## src/hw/spi_flag_regs.svh

```systemverilog
`ifndef SPI_FLAG_REGS_SVH
`define SPI_FLAG_REGS_SVH

// register offsets on the plain register port
`define OFS_STATUS     4'h0
`define OFS_RXBUF      4'h1
`define OFS_CTRL       4'h2
`define OFS_TXBUF      4'h3
`define OFS_INT_STAT   4'h4
`define OFS_INT_MASK   4'h5

// status register bit positions
`define ST_BUSY_BIT    0
`define ST_TXIRQ_BIT   1
`define ST_TXUF_BIT    2
`define ST_RXBF_BIT    3
`define ST_RXIRQ_BIT   4
`define ST_RXOF_BIT    5

// control register bit positions
`define CT_MODE_BIT    0
`define CT_OVW_BIT     1
`define CT_START_BIT   2
`define CT_STOP_BIT    3

// interrupt status and mask bit positions
`define EV_TXUF_BIT    0
`define EV_RXOF_BIT    1
`define EV_TX_BIT      2
`define EV_RX_BIT      3

// reset values and the idle fill byte
`define RST_FLAGS      1'b0
`define RST_BYTE       8'h00
`define RST_EVT        4'h0
`define IDLE_FILL      8'hFF

// bits per byte transfer, counter wraps to zero after the last one
`define BIT_CNT_LAST   3'h7

`endif

```

## src/hw/spi_flag_pkg.sv

```systemverilog
package spi_flag_pkg;

   // transfer engine states
   typedef enum logic [1:0] {
      ST_IDLE = 2'b00,
      ST_RUN  = 2'b01
   } xfer_state_t;

   // whole state of the flag block
   typedef struct packed {
      xfer_state_t st;
      logic [2:0]  bit_cnt;
      logic [7:0]  shift;
      logic        samp;
      logic [7:0]  rx_buf;
      logic [7:0]  tx_buf;
      logic        tx_full;
      logic        rx_interrupt_flag;
      logic        rx_buffer_full_flag;
      logic        tx_underflow_flag;
      logic        tx_interrupt_flag;
      logic        rx_overflow_flag;
      logic        transfer_initiate_mode;
      logic        rx_overwrite_enable;
      logic        stop_req;
      logic [3:0]  evt;
      logic [3:0]  mask;
      logic [7:0]  rdata;
      logic        irq;
      logic        ss_n;
      logic        mosi;
   } flag_state_t;

endpackage

```

## src/hw/link_sampler.sv

```systemverilog
`timescale 1ns/100ps
// two-flop synchroniser for link pins plus edge finder on the clock line
module link_sampler (
   // system side
   input  wire logic clk_i,
   input  wire logic sys_rst_i,
   // link pins
   input  wire logic sclk_i,
   input  wire logic data_i,
   // sampled results
   output logic      data_o,
   output logic      rise_o,
   output logic      fall_o
);

   logic [1:0] sclk_sync_reg;
   logic [1:0] data_sync_reg;
   logic       sclk_prev_reg;

   // first stage feeds only the second stage, edge logic looks at stage two
   always_ff @(posedge clk_i) begin
      if (sys_rst_i) begin
         sclk_sync_reg <= 2'h0;
         data_sync_reg <= 2'h0;
         sclk_prev_reg <= 1'b0;
      end else begin
         sclk_sync_reg <= {sclk_sync_reg[0], sclk_i};
         data_sync_reg <= {data_sync_reg[0], data_i};
         sclk_prev_reg <= sclk_sync_reg[1];
      end
   end

   // edges are one system cycle wide
   assign data_o = data_sync_reg[1];
   assign rise_o = sclk_sync_reg[1] & ~sclk_prev_reg;
   assign fall_o = ~sclk_sync_reg[1] & sclk_prev_reg;

endmodule

```

## src/hw/spi_status_flag_logic.sv

```systemverilog
// Functional notes
// - rx flag raises interrupt in receive-initiated mode
// - unread rx buffer at byte end halts receive-initiated mode, releases select
// - transmit-initiated mode: rx flag only signals data
// - rx full bit set, cleared by buffer read
// - tx underflow bit set, software writes zero
// - writing transmit buffer clears tx flag
// - tx flag clear while occupied, set empty; reset leaves it clear with the buffer empty, it is set only once a byte leaves
// - unread byte overflows; overwrite option replaces buffer
//
// Design decisions made here: the register addresses and the address-and-strobe port.
`timescale 1ns/100ps
`include "spi_flag_regs.svh"

module spi_status_flag_logic
   import spi_flag_pkg::*;
(
   // clock and reset
   input  wire logic       clk_i,
   input  wire logic       sys_rst_i,
   // register port
   input  wire logic [3:0] addr_i,
   input  wire logic [7:0] wdata_i,
   input  wire logic       wr_i,
   input  wire logic       rd_i,
   output logic      [7:0] rdata_o,
   // serial link
   input  wire logic       sclk_i,
   input  wire logic       miso_i,
   output logic            mosi_o,
   output logic            ss_n_o,
   // interrupt
   output logic            irq_o
);

   ////////////////////////////////////////////////////////////////////////
   // link pin sampling

   logic miso_s;
   logic sclk_rise;
   logic sclk_fall;

   // clock and data pass the same two stages, so they keep their order;
   // an edge is seen about three system cycles late, so each link clock
   // phase must last at least three system cycles
   link_sampler u_link (
      .clk_i     (clk_i),
      .sys_rst_i (sys_rst_i),
      .sclk_i    (sclk_i),
      .data_i    (miso_i),
      .data_o    (miso_s),
      .rise_o    (sclk_rise),
      .fall_o    (sclk_fall)
   );

   ////////////////////////////////////////////////////////////////////////
   // helpers

   // status register image, shared by read decode
   function automatic logic [7:0] status_image(input flag_state_t s);
      logic [7:0] v;
      v = 8'h00;
      // busy comes from the engine state, it is not stored on its own
      v[`ST_BUSY_BIT]  = (s.st == ST_RUN);
      v[`ST_TXIRQ_BIT] = s.tx_interrupt_flag;
      v[`ST_TXUF_BIT]  = s.tx_underflow_flag;
      v[`ST_RXBF_BIT]  = s.rx_buffer_full_flag;
      v[`ST_RXIRQ_BIT] = s.rx_interrupt_flag;
      v[`ST_RXOF_BIT]  = s.rx_overflow_flag;
      return v;
   endfunction

   // control register image
   function automatic logic [7:0] ctrl_image(input flag_state_t s);
      logic [7:0] v;
      v = 8'h00;
      // start is a command and always reads back as zero
      v[`CT_MODE_BIT] = s.transfer_initiate_mode;
      v[`CT_OVW_BIT]  = s.rx_overwrite_enable;
      v[`CT_STOP_BIT] = s.stop_req;
      return v;
   endfunction

   ////////////////////////////////////////////////////////////////////////
   // state

   // one struct holds every register of the block outside the link sampler
   flag_state_t cur_reg;
   flag_state_t cur_next;

   // decoded strobes and engine helpers
   logic       wr_status;
   logic       wr_ctrl;
   logic       wr_txbuf;
   logic       wr_int_stat;
   logic       wr_int_mask;
   logic       rd_rxbuf;
   logic [7:0] rx_byte;
   logic       byte_end;
   logic [3:0] evt_set;

   ////////////////////////////////////////////////////////////////////////
   // register port

   // register port decode; each strobe is live for one edge only
   assign wr_status   = wr_i && (addr_i == `OFS_STATUS);
   assign wr_ctrl     = wr_i && (addr_i == `OFS_CTRL);
   assign wr_txbuf    = wr_i && (addr_i == `OFS_TXBUF);
   assign wr_int_stat = wr_i && (addr_i == `OFS_INT_STAT);
   assign wr_int_mask = wr_i && (addr_i == `OFS_INT_MASK);
   assign rd_rxbuf    = rd_i && (addr_i == `OFS_RXBUF);

   ////////////////////////////////////////////////////////////////////////
   // byte timing

   // byte completes on the falling link edge after the eighth rise;
   // the count also reads zero before the first rise, so the link clock
   // must rest low when a byte starts or its first fall ends the byte
   assign rx_byte  = {cur_reg.shift[6:0], cur_reg.samp};
   assign byte_end = (cur_reg.st == ST_RUN) && sclk_fall &&
                     (cur_reg.bit_cnt == 3'h0);

   ////////////////////////////////////////////////////////////////////////
   // next-state logic
   // order matters: software clears first, engine sets after, so a flag
   // set in the same cycle as its clear survives, except the tx flag: the
   // transmit buffer write comes last so fresh data is never swallowed by
   // a load, and its clear of the tx flag wins over a set

   always_comb begin
      cur_next = cur_reg;
      evt_set  = 4'h0;

      // read data stands only in the cycle after the read strobe
      cur_next.rdata = 8'h00;
      if (rd_i) begin
         unique case (addr_i)
            `OFS_STATUS:   cur_next.rdata = status_image(cur_reg);
            `OFS_RXBUF:    cur_next.rdata = cur_reg.rx_buf;
            `OFS_CTRL:     cur_next.rdata = ctrl_image(cur_reg);
            `OFS_INT_STAT: cur_next.rdata = {4'h0, cur_reg.evt};
            `OFS_INT_MASK: cur_next.rdata = {4'h0, cur_reg.mask};
            default:       cur_next.rdata = 8'h00;
         endcase
      end

      // reading the receive buffer clears both receive flags; a read in
      // the cycle of a byte end counts as servicing the old byte, and the
      // engine below sets the flags again for the new one
      if (rd_rxbuf) begin
         cur_next.rx_interrupt_flag   = 1'b0;
         cur_next.rx_buffer_full_flag = 1'b0;
      end

      // writing zero clears underflow or overflow; ones are ignored,
      // so writing back a status word just read cannot clear a bit
      if (wr_status) begin
         if (!wdata_i[`ST_TXUF_BIT])
            cur_next.tx_underflow_flag = 1'b0;
         if (!wdata_i[`ST_RXOF_BIT])
            cur_next.rx_overflow_flag = 1'b0;
      end

      // mode bits, start is a self-clearing command
      if (wr_ctrl) begin
         cur_next.transfer_initiate_mode = wdata_i[`CT_MODE_BIT];
         cur_next.rx_overwrite_enable    = wdata_i[`CT_OVW_BIT];
         cur_next.stop_req               = wdata_i[`CT_STOP_BIT];
      end

      // interrupt bookkeeping registers; a written one clears an event,
      // but an event arriving in the same cycle wins in the merge below
      if (wr_int_stat)
         cur_next.evt = cur_reg.evt & ~wdata_i[3:0];
      if (wr_int_mask)
         cur_next.mask = wdata_i[3:0];

      // transfer engine; it reads the mode from the register, not from a
      // write in flight, so a mode change and a start need two writes
      unique case (cur_reg.st)
         ST_IDLE: begin
            // data out rests high between frames
            cur_next.ss_n = 1'b1;
            cur_next.mosi = 1'b1;
            if (cur_reg.transfer_initiate_mode && cur_reg.tx_full) begin
               // transmit-initiated: a full buffer starts the byte
               cur_next.shift             = cur_reg.tx_buf;
               cur_next.mosi              = cur_reg.tx_buf[7];
               cur_next.tx_full           = 1'b0;
               cur_next.tx_interrupt_flag = 1'b1;
               cur_next.bit_cnt           = 3'h0;
               cur_next.ss_n              = 1'b0;
               cur_next.st                = ST_RUN;
            end else if (!cur_reg.transfer_initiate_mode && wr_ctrl &&
                         wdata_i[`CT_START_BIT]) begin
               // receive-initiated: software start, idle fill if empty
               cur_next.shift    = cur_reg.tx_full ? cur_reg.tx_buf
                                                   : `IDLE_FILL;
               cur_next.mosi     = cur_reg.tx_full ? cur_reg.tx_buf[7]
                                                   : 1'b1;
               // a queued byte leaves the buffer, so the flag shows empty
               if (cur_reg.tx_full)
                  cur_next.tx_interrupt_flag = 1'b1;
               cur_next.tx_full  = 1'b0;
               cur_next.stop_req = 1'b0;
               cur_next.bit_cnt  = 3'h0;
               cur_next.ss_n     = 1'b0;
               cur_next.st       = ST_RUN;
            end
         end
         ST_RUN: begin
            // sample on the rising link edge, shift on the falling one;
            // the half period between them lets data out settle first
            if (sclk_rise) begin
               cur_next.samp    = miso_s;
               cur_next.bit_cnt = cur_reg.bit_cnt + 3'h1;
            end
            if (sclk_fall && !byte_end) begin
               cur_next.shift = rx_byte;
               cur_next.mosi  = cur_reg.shift[6];
            end
            if (byte_end) begin
               cur_next.shift = rx_byte;
               if (cur_reg.rx_interrupt_flag && !rd_rxbuf) begin
                  // previous byte still unread
                  cur_next.rx_overflow_flag = 1'b1;
                  if (cur_reg.rx_overwrite_enable)
                     cur_next.rx_buf = rx_byte;
               end else begin
                  cur_next.rx_buf              = rx_byte;
                  cur_next.rx_interrupt_flag   = 1'b1;
                  cur_next.rx_buffer_full_flag = 1'b1;
               end

               if (!cur_reg.transfer_initiate_mode &&
                   cur_reg.rx_interrupt_flag && !rd_rxbuf) begin
                  // software fell behind: stop and release select; the
                  // overflow is already flagged above, the old byte stays
                  // unless the overwrite option replaced it
                  cur_next.ss_n = 1'b1;
                  cur_next.st   = ST_IDLE;
               end else if (cur_reg.transfer_initiate_mode) begin
                  // transmit-initiated keeps going while data is queued;
                  // a reload sets the tx flag again, the buffer just emptied
                  if (cur_reg.tx_full) begin
                     cur_next.shift             = cur_reg.tx_buf;
                     cur_next.mosi              = cur_reg.tx_buf[7];
                     cur_next.tx_full           = 1'b0;
                     cur_next.tx_interrupt_flag = 1'b1;
                  end else begin
                     // nothing queued: flag underflow and close the frame
                     cur_next.tx_underflow_flag = 1'b1;
                     cur_next.ss_n              = 1'b1;
                     cur_next.st                = ST_IDLE;
                  end
               end else if (cur_reg.stop_req ||
                            (wr_ctrl && wdata_i[`CT_STOP_BIT])) begin
                  // receive-initiated with the buffer serviced ends only on request
                  cur_next.stop_req = 1'b0;
                  cur_next.ss_n     = 1'b1;
                  cur_next.st       = ST_IDLE;
               end else begin
                  cur_next.shift   = cur_reg.tx_full ? cur_reg.tx_buf
                                                     : `IDLE_FILL;
                  cur_next.mosi    = cur_reg.tx_full ? cur_reg.tx_buf[7]
                                                     : 1'b1;
                  if (cur_reg.tx_full)
                     cur_next.tx_interrupt_flag = 1'b1;
                  cur_next.tx_full = 1'b0;
               end
            end
         end
      endcase

      // a write refills the buffer and marks it occupied again; there is
      // no guard, a write while full replaces the queued byte
      if (wr_txbuf) begin
         cur_next.tx_buf            = wdata_i;
         cur_next.tx_full           = 1'b1;
         cur_next.tx_interrupt_flag = 1'b0;
      end

      // events are taken on flag edges, so a flag that stays set
      // raises its event only once
      // sticky events on rising flags; the rx event only counts in
      // receive-initiated mode, tx only in transmit-initiated mode
      evt_set[`EV_RX_BIT] = cur_next.rx_interrupt_flag &
                            ~cur_reg.rx_interrupt_flag &
                            ~cur_reg.transfer_initiate_mode;
      evt_set[`EV_TX_BIT] = cur_next.tx_interrupt_flag &
                            ~cur_reg.tx_interrupt_flag &
                            cur_reg.transfer_initiate_mode;
      evt_set[`EV_RXOF_BIT] = cur_next.rx_overflow_flag &
                              ~cur_reg.rx_overflow_flag;
      evt_set[`EV_TXUF_BIT] = cur_next.tx_underflow_flag &
                              ~cur_reg.tx_underflow_flag;
      cur_next.evt = cur_next.evt | evt_set;

      // level interrupt, high while any unmasked event stands;
      // registered with the events, so it changes in the same cycle as they do
      cur_next.irq = |(cur_next.evt & cur_next.mask);
   end

   ////////////////////////////////////////////////////////////////////////
   // state register

   // synchronous reset; every field is named so none is left undefined
   always_ff @(posedge clk_i) begin
      if (sys_rst_i) begin
         cur_reg.st                     <= ST_IDLE;
         cur_reg.bit_cnt                <= 3'h0;
         cur_reg.shift                  <= `RST_BYTE;
         cur_reg.samp                   <= 1'b0;
         cur_reg.rx_buf                 <= `RST_BYTE;
         cur_reg.tx_buf                 <= `RST_BYTE;
         cur_reg.tx_full                <= 1'b0;
         cur_reg.rx_interrupt_flag      <= `RST_FLAGS;
         cur_reg.rx_buffer_full_flag    <= `RST_FLAGS;
         cur_reg.tx_underflow_flag      <= `RST_FLAGS;
         cur_reg.tx_interrupt_flag      <= `RST_FLAGS;
         cur_reg.rx_overflow_flag       <= `RST_FLAGS;
         cur_reg.transfer_initiate_mode <= 1'b0;
         cur_reg.rx_overwrite_enable    <= 1'b0;
         cur_reg.stop_req               <= 1'b0;
         cur_reg.evt                    <= `RST_EVT;
         cur_reg.mask                   <= `RST_EVT;
         cur_reg.rdata                  <= `RST_BYTE;
         cur_reg.irq                    <= 1'b0;
         cur_reg.ss_n                   <= 1'b1;
         cur_reg.mosi                   <= 1'b1;
      end else begin
         cur_reg <= cur_next;
      end
   end

   ////////////////////////////////////////////////////////////////////////
   // outputs

   // outputs straight from the state register, no logic behind them,
   // so the pins never glitch
   assign rdata_o = cur_reg.rdata;
   assign irq_o   = cur_reg.irq;
   assign ss_n_o  = cur_reg.ss_n;
   assign mosi_o  = cur_reg.mosi;

endmodule

```

## config.mk

```make
export PLATFORM = sky130hd
export DESIGN_NAME = spi_status_flag_logic
export DESIGN_NICKNAME = d
export VERILOG_FILES = /design/src/hw/spi_flag_pkg.sv /design/src/hw/link_sampler.sv /design/src/hw/spi_status_flag_logic.sv
export VERILOG_INCLUDE_DIRS = /design/src /design/src/hw
export SDC_FILE = /design/constraint.sdc
export NUM_CORES = 1
export LEC_CHECK = 0
export BUFFER_PORTS_ARGS = -buffer_cell sky130_fd_sc_hd__buf_4
export CAP_MARGIN = 20
export CELL_PAD_IN_SITES_DETAIL_PLACEMENT = 0
export CELL_PAD_IN_SITES_GLOBAL_PLACEMENT = 1
export CORE_MARGIN = 2
export CORE_UTILIZATION = 44
export CTS_CLUSTER_SIZE = 14
export DETAILED_ROUTE_END_ITERATION = 7
export HOLD_SLACK_MARGIN = 0.12
export PLACE_DENSITY = 0.8
export SETUP_SLACK_MARGIN = 0.1
export SLEW_MARGIN = 20
export SYNTH_ARGS = -nofsm -noshare
export SYNTH_HDL_FRONTEND = slang
export SYNTH_HIERARCHICAL = 1
export SYNTH_SLANG_ARGS = --single-unit
```

## constraint.sdc

```tcl
create_clock -name clk_i -period 2.75 [get_ports clk_i]
set_clock_uncertainty 0.1 [all_clocks]
set_input_delay 0.4125 -clock clk_i [delete_from_list [all_inputs] [get_ports clk_i]]
set_output_delay 0.4125 -clock clk_i [all_outputs]
set_load 0.005 [all_outputs]
```

Yosys cells after proc, flatten, opt, wreduce, memory -nomap -nowiden
Index checks and enable logic that the tools add are counted.
W data, S select, Z words.
{ "word_totals": {"reg_bits": 62, "input_bits": 18, "out_inout_bits": 11} }
{ "classes": {"add_sub_neg": 1, "eq_ne": 17, "muxes": 69, "bitwise": 20, "n_reduce_logical": 32} }
{ "ops": {"columns": ["operator", "count"], "rows": [
  ["$mux W8", 9],
  ["$pmux W8 S5", 1],
  ["$mux W1", 35],
  ["$mux W13", 2],
  ["$pmux W13 S2", 1],
  ["$mux W2", 12],
  ["$logic_and A1 B1 Y1", 16],
  ["$ne A3 B3 Y1 const B", 3],
  ["$and A1 B1 Y1", 8],
  ["$and A4 B4 Y4", 2],
  ["$eq A4 B2 Y1 const B", 2],
  ["$eq A4 B3 Y1 const B", 2],
  ["$mux W4", 2],
  ["$ne A4 B4 Y1 const B", 2],
  ["$not A1 Y1", 8],
  ["$reduce_and A4 Y1", 2],
  ["$mux W3", 2],
  ["$mux W6", 1],
  ["$ne A2 B2 Y1 const B", 3],
  ["$pmux W1 S2", 3],
  ["$reduce_and A2 Y1", 3],
  ["$reduce_and A3 Y1", 2],
  ["$eq A4 B1 Y1 const B", 1],
  ["$logic_not A4 Y1", 1],
  ["14 further kinds", 16]
]} }

Logic depth before layout (Yosys ltp)
Gate-level depths: netlist of run 1.
{ "depth": {"ltp_word": 15, "depth_mapped": 8, "mapped_depth_nobuf": 7} }

Hierarchy
Netlist of run 1, hierarchy kept.
{ "modules_own_cells": {"columns": ["mod", "n_inst", "cells_per_inst", "area_each_um2", "seq_area_each_um2"], "rows": [
  ["spi_status_flag_logic", 1, 319, 2745.1, 1121.1],
  ["link_sampler", 1, 12, 143.9, 100.1]
]} }

Worst setup path after synthesis of run 1
Ideal clock, no wire load.
{ "synth_timing": {"path_type": "in2reg", "from": "input port addr_i[1]", "to": "register cur_reg, in the netlist irq_o", "arrival_time_ns": 1.992, "required_time_ns": 2.525, "slack_ns": 0.533, "cell_stages": 6, "n_path_buf": 1, "path_cell_list": "buf_2 nand3b_1 nor3b_1 mux2_2 a222oi_1 o2bb2ai_1"} }
{ "synth_via": {"elab_chain_cells": 15, "elab_cells_between_ends": 47} }
{ "synth_rtl": {"columns": ["item", "line_no", "text"], "rows": [
  ["start: declaration", "spi_status_flag_logic.sv:22", "input wire logic [3:0] addr_i,"],
  ["$eq A4 B2 Y1", null, null],
  ["$logic_and A1 B1 Y1", "spi_status_flag_logic.sv:107", "assign wr_ctrl = wr_i && (addr_i == `OFS_CTRL);"],
  ["$logic_and A1 B1 Y1", "spi_status_flag_logic.sv:257", "(wr_ctrl && wdata_i[`CT_STOP_BIT])) begin"],
  ["$logic_or A1 B1 Y1", "spi_status_flag_logic.sv:256", "end else if (cur_reg.stop_req ||"],
  ["$mux W1", "spi_status_flag_logic.sv:256", null],
  ["$mux W1", "spi_status_flag_logic.sv:242", "end else if (cur_reg.transfer_initiate_mode) begin"],
  ["$mux W2", "spi_status_flag_logic.sv:235", "if (!cur_reg.transfer_initiate_mode &&"],
  ["$mux W6", "spi_status_flag_logic.sv:222", "if (byte_end) begin"],
  ["$pmux W1 S2", "spi_status_flag_logic.sv:180", "unique case (cur_reg.st)"],
  ["$mux W1", "spi_status_flag_logic.sv:277", "if (wr_txbuf) begin"],
  ["$and A1 B1 Y1", "spi_status_flag_logic.sv:290", "evt_set[`EV_TX_BIT] = cur_next.tx_interrupt_flag &"],
  ["$and A1 B1 Y1", "spi_status_flag_logic.sv:291", "~cur_reg.tx_interrupt_flag &"],
  ["$or A4 B4 Y4", "spi_status_flag_logic.sv:297", "cur_next.evt = cur_next.evt | evt_set;"],
  ["$and A4 B4 Y4 (*)", "spi_status_flag_logic.sv:301", "cur_next.irq = |(cur_next.evt & cur_next.mask);"],
  ["$reduce_or A4 Y1 (*)", "spi_status_flag_logic.sv:301", null],
  ["end signal: assignment", "spi_status_flag_logic.sv:332", "cur_reg <= cur_next;"],
  ["end: declaration", "spi_status_flag_logic.sv:88", "flag_state_t cur_reg;"]
]} }
Every way passes the cells marked *; elsewhere a longest branch is shown, timed or not. The select of a mux whose other input is x is not followed.
A chain may end at the register's enable or synchronous reset.

Worst setup path in the final report of run 1
{ "layout_timing": {"from": "register cur_reg[53] (netlist name)", "to": "register cur_reg, in the netlist mosi_o"} }
{ "layout_via": {"elab_chain_cells": 10, "elab_cells_between_ends": 11} }
{ "layout_rtl": {"columns": ["item", "line_no", "text"], "rows": [
  ["$logic_not A3 Y1 (*)", "spi_status_flag_logic.sv:121", "(cur_reg.bit_cnt == 3'h0);"],
  ["$logic_and A1 B1 Y1 (*)", "spi_status_flag_logic.sv:120", "assign byte_end = (cur_reg.st == ST_RUN) && sclk_fall &&"],
  ["$logic_not A1 Y1", "spi_status_flag_logic.sv:218", "if (sclk_fall && !byte_end) begin"],
  ["$logic_and A1 B1 Y1", "spi_status_flag_logic.sv:218", null],
  ["$mux W1", "spi_status_flag_logic.sv:218", null],
  ["$mux W1 (on tied branches)", "spi_status_flag_logic.sv:256, spi_status_flag_logic.sv:245", null],
  ["$mux W2", "spi_status_flag_logic.sv:242", null],
  ["$mux W1", "spi_status_flag_logic.sv:235", null],
  ["$mux W2 (*)", "spi_status_flag_logic.sv:222", null],
  ["$pmux W2 S2 (*)", "spi_status_flag_logic.sv:180", null]
]} }
Marked as above.

==> flow_summary.toml, run 1 <==
[placed_design]
port_buffers = 28
gp_congestion = 0.840
pre_cts_slack_ns = 0.485
post-dp-hpwl_mm = 4.81

[global_routing]
globalRouteOverflowTotal = 0
antenna_found_initial = 0
grt.total_usage_pct = 20.0
grt_pass1_wl_mm = 11.2
grt_pass1_vias = 2230
grt_max_degree = 50

[detailed_routing]
detail_route.wl_per_cell_um = 15.9
routed_wl_mm = 6.78
drc = 0
ant_nets = 0
vias = 2346
drtIter0Drc = 169
firstDrtPassIters = 5
via_per_inst = 5.52

[status]
outcome = "complete, no violations"

[sta]
min_period_ns = 2.11
maxSlewViolCount = 0
fin_crit_sh_pct = 76.7
fin_ws_ns = 0.639
worstMarginPinSlew_ns = 0.621
finalSetupTns_ns = 0
fmax_mhz = 474
max_slew_margin_pct = 58.6
final_hold_viol_count = 0
rsz0062_at_grt = "false"
finalSetupViolCount = 0

[synth]
yosys-top-cells-area = "dfxtp_1 (42%), mux2i_1 (5.9%), nor2_1 (4.8%)"
yosysUniqueCellTypes = 54
synthesis.area_um2 = 2890
synth_top_area_cell = "dfxtp_1"
syn-instance-count = 331
synth.avg_cell_area_um2 = 8.73
synth_ff_type = "dfxtp_1"
ys_seq_elements = 61
synthesis.nets = 351
synth-async-reset-ratio_pct = 0
netlist.area_leader.share_pct = 42.3
synth_warnings = 6
ys_seq_area_share_pct = 42.3
synth_edf_count = 0

[floorplanning]
die-area_um2 = 7230
die_h_um = 85.0
rows = 29
ios = 29
initial_core_util_pct = 45.5
core_um2 = 6350
dieWidth_um = 85.0

[clock_tree]
cts.sinks = 61
cts_root_buf = "clkbuf_8"
cts_buffers = 9
cts_hold_buf = 0
htree_levels = 3
cts_setup_buffers = 0
tritoncts = "built"
path_clk_slew_ns = 0.06
insertion_delay_ns = 0.35
cts_buffer_depth = 2
ctsResizeCount = 0

[cells_and_area]
drive_above_1_share_pct = 16.4
fin_nets = 365
largest_reg_flops = 45
final_common_cell = "dfxtp_1"
antenna_cells = 0
synthToLayoutAreaGrowth_pct = 13.2
final_cell_mix = "dfxtp_1 (61), nor2_1 (37), buf_4 (33)"

[power_and_ir_drop]
p_clk_share_pct = 45.0
peakVddDrop_uv = 276
p_leak_nw = 1.25
switching_power_mw = 0.403
power_frac_comb_pct = 5.5
sw_frac_of_total_pct = 22.2
pwr-share-seq_pct = 49.5
power_density_nw_per_um2 = 556
p_int_mw = 1.42

[setup_path]
cp.arrival_ns = 2.24
crit_fanout = 8
path_class = "reg -> reg"
cpPeakStageDelay_ns = 0.38
crit_path_cell_trace = "inv_1 -> ha_1 -> nand4b_1 -> buf_4 -> nor2_1 -> and4_4 -> or3_1 -> a221o_1"
required_ns = 2.88
crit_slowest_cell = "dfxtp_1"
end_kind = "flop"
start_kind = "flop"

[run]
cap_violations = 0

[min_path]
min_path_type = "in -> reg"
==> final timing paths <==
check                                        startpoint                       to  slack, ns  cells past startpoint
worst min register to register  u_link/sclk_sync_reg[0]  u_link/sclk_sync_reg[1]       0.34                      1
worst max-delay path                        cur_reg[53]                   mosi_o       0.64                      8
worst min-delay path                             sclk_i  u_link/sclk_sync_reg[0]       0.17                      2
worst max register to register              cur_reg[53]                   mosi_o       0.64                      8
==> critical path, delay by kind of cell (launching register included) <==
| kind | cells | cell delay (ns) |
|---|---|---|
| AOI/OAI and AO/OA | 1 | 0.29 |
| and+or+nand+nor | 4 | 0.77 |
| buffers and inverters | 2 | 0.24 |
| DFF | 1 | 0.38 |
| adders and majority gates | 1 | 0.21 |
==> power by group through the flow <==
stage | Sequential, mW | Combinational [mW] | Clock (mW)
6_report | 0.901 | 0.0997 | 0.818
5_1_grt | 0.901 | 0.110 | 0.874
4_1_cts | 0.901 | 0.100 | 0.840
3_5_place_dp | 0.920 | 0.0995 | 0
3_3_place_gp | 0.920 | 0.0990 | 0
2_1_floorplan | 0.917 | 0.0623 | 0
==> area by class of cell <==
type | count | area, µm²
Fill cell | 617 | 3080
Multi-Input combinational cell | 227 | 1460
Sequential cell | 61 | 1220
Timing Repair Buffer | 33 | 248
Clock buffer | 13 | 169
Tap cell | 77 | 96.3
Inverter | 13 | 48.8
Clock inverter | 1 | 30.0
==> layer usage <==
layer	share of wire [%]	vias up	track usage [%]
li1	-	1187	-
met1	48	1094	27.2
met2	45	50	29.5
met3	5.2	15	5.16
met4	2.2	0	9.96
met5	0	-	0
==> through the flow <==
stage	util, %	power (mW)	std cells	cell area, µm²	hold WS (ns)
after CTS	51.5	1.84	425	3270	0.164
final	51.5	1.82	425	3270	0.175
after detailed placement	48.4	1.02	411	3070	0.322
after global placement	48.4	1.02	411	3070	0.317
after global routing	51.5	1.89	425	3270	0.179
after floorplan	-	0.980	331	2890	0.314
==> cells in the mapped netlist (all sizes together), types with 6 or more instances <==
| master | number |
|---|---|
| nand3b | 6 |
| inv | 13 |
| o311ai | 6 |
| clkbuf | 13 |
| a22oi | 6 |
| o21ai | 10 |
| a21oi | 16 |
| nand2b | 7 |
| nor2 | 37 |
| dfxtp | 61 |
| nand3 | 7 |
| nor2b | 21 |
| nand2 | 32 |
| o211ai | 7 |
| mux2i | 17 |
| buf | 17 |
==> kinds of logic after synthesis <==
| group | Yosys count | synth area share [%] |
|---|---|---|
| AND/OR/NAND/NOR | 130 | 23.5 |
| buffers and inverters | 43 | 7.28 |
| XOR/XNOR | 1 | 0.303 |
| flip-flops | 61 | 42.3 |
| multiplexers | 23 | 8.62 |
| adder cells (fa/ha/maj) | 2 | 0.866 |
| AO/OA/AOI/OAI | 71 | 17.2 |
Power figures use the tool's default switching activity.
==> inputs of run 2 (changes only) <==
==> constraint.sdc (replaced) <==
create_clock -name clk_i -period 2.2 [get_ports clk_i]
set_clock_uncertainty 0.1 [all_clocks]
set_input_delay 0.33 -clock clk_i [delete_from_list [all_inputs] [get_ports clk_i]]
set_output_delay 0.33 -clock clk_i [all_outputs]
set_load 0.005 [all_outputs]
==> run 2 against run 1 <==
Compared with the run above: critical path depth decreased by 1; flip-flop and latch count unchanged; final cell count increased by 5.9%; combinational power up 49%; clock-buffer cell count decreased by 1; maximum frequency grew 2.6%; hold slack got worse by 0.046 ns; cell area up 6.9%; clock power increased by 41%; first-iteration DRC count rose by 3.0%; utilization up 3.6 points; highest routed layer unchanged.
==> flow_summary.toml, run 2 (synthesized netlist as in run 1, its figures left out) <==
[detailed_routing]
firstDrtPassIters = 4
drc = 0
vias = 2474
via_per_inst = 5.50
detail_route.wl_per_cell_um = 16.1
routed_wl_mm = 7.23
drtIter0Drc = 174
ant_nets = 0

[placed_design]
dp.cells = 427
port_buffers = 28
gp_congestion = 0.904
post-dp-hpwl_mm = 5.07
pre_cts_slack_ns = 0.0440
dpl_cell_area_um2 = 3200

[min_path]
min_path_type = "in -> reg"

[status]
outcome = "complete, no violations"

[sta]
finalSetupTns_ns = 0
fin_crit_sh_pct = 93.5
rsz0062_at_grt = "false"
fmax_mhz = 486
hold_ws_ns = 0.129
finalSetupViolCount = 0
maxSlewViolCount = 0
fin_ws_ns = 0.143
min_period_ns = 2.06
final_hold_viol_count = 0
worstMarginPinSlew_ns = 0.607
max_slew_margin_pct = 59.5

[global_routing]
grt_max_degree = 33
grt_pass1_wl_mm = 11.8
antenna_found_initial = 0
globalRouteOverflowTotal = 0
grt_pass1_vias = 2330
grt.total_usage_pct = 21.0

[floorplanning]
dieWidth_um = 85.0
die-area_um2 = 7230
ios = 29
core_um2 = 6350
die_h_um = 85.0
initial_core_util_pct = 45.5
rows = 29

[setup_path]
crit_fanout = 4
path_class = "reg -> reg"
crit_slowest_cell = "or3_1"
cp.arrival_ns = 2.20
path_buf_inv = 1
cpPeakStageDelay_ns = 0.36
end_kind = "flop"
required_ns = 2.34
cpLargestDelayFamily = "simple AND/OR/NAND/NOR gates"
crit_path_cell_trace = "inv_1 -> ha_2 -> nand4b_1 -> nand2_1 -> mux2_4 -> or3_1 -> a221o_1"
start_kind = "flop"

[cells_and_area]
final_util_pct = 55.1
largest_reg_flops = 45
synthToLayoutAreaGrowth_pct = 21.0
fin_nets = 388
drive_above_1_share_pct = 22.0
final.fill_count = 629
antenna_cells = 0
final_cell_mix = "dfxtp_1 (59), buf_4 (51), nor2_1 (37)"
final_common_cell = "dfxtp_1"
postLayoutCellArea_um2 = 3500
instances_no_fill = 450

[clock_tree]
cts_buffer_depth = 2
cts.sinks = 61
path_clk_slew_ns = 0.07
htree_levels = 3
cts_root_buf = "clkbuf_8"
cts_buffers = 9
tritoncts = "built"
insertion_delay_ns = 0.36

[run]
cap_violations = 0

[power_and_ir_drop]
pwr-share-seq_pct = 46.5
sw_frac_of_total_pct = 22.5
peakVddDrop_uv = 400
power_mw = 2.42
p_int_mw = 1.88
power_frac_comb_pct = 6.2
switching_power_mw = 0.543
p_leak_nw = 1.38
p_clk_share_pct = 47.4
power_density_nw_per_um2 = 692
-- run 2: power by group through the flow --
stage	logic, mW	registers, mW	clock network, mW
after floorplan	0.0783	1.15	0
after global placement	0.139	1.15	0
after detailed placement	0.139	1.15	0
after CTS	0.147	1.12	1.16
after global routing	0.163	1.13	1.22
final	0.149	1.12	1.15
-- run 2: worst min-delay path, stage by stage --
cell     delay [ns]
buf_4          0.11
nand2_1        0.05
a21oi_1        0.05
-- run 2: path summary, 6_finish.rpt --
| path | startpoint | depth (start not counted) | to | slack [ns] |
|---|---|---|---|---|
| max | cur_reg[53] | 7 | mosi_o | 0.14 |
| max reg2reg | cur_reg[53] | 7 | mosi_o | 0.14 |
| min reg2reg | u_link/sclk_sync_reg[0] | 1 | u_link/sclk_sync_reg[1] | 0.34 |
| min | wdata_i[4] | 3 | cur_reg[32] | 0.13 |
-- run 2: timing repair --
action                                 CTS  global route
setup buffers                            0             2
setup endpoints to repair                0             1
resized for setup                        0             5
hold buffers                             5             0
endpoints found under the hold margin    5             0
-- run 2: cell type report --
type	count	area [µm²]	share of cell area, %
Sequential cell	61	1220	35.0
Inverter	13	48.8	1.40
Clock inverter	4	70.1	2.00
Tap cell	77	96.3	2.75
Timing Repair Buffer	56	433	12.4
Clock buffer	12	155	4.44
Multi-Input combinational cell	227	1470	42.0
-- run 2: layer usage --
layer  vias up  wire length (µm)  share of wire (%)  GRT usage (%)
met5         -                 0                  0              0
met4         0               184                2.5           12.3
met3        18               392                5.4           3.31
li1       1239                 -                  -              -
met1      1146              3450                 48           29.3
met2        71              3210                 44           30.5
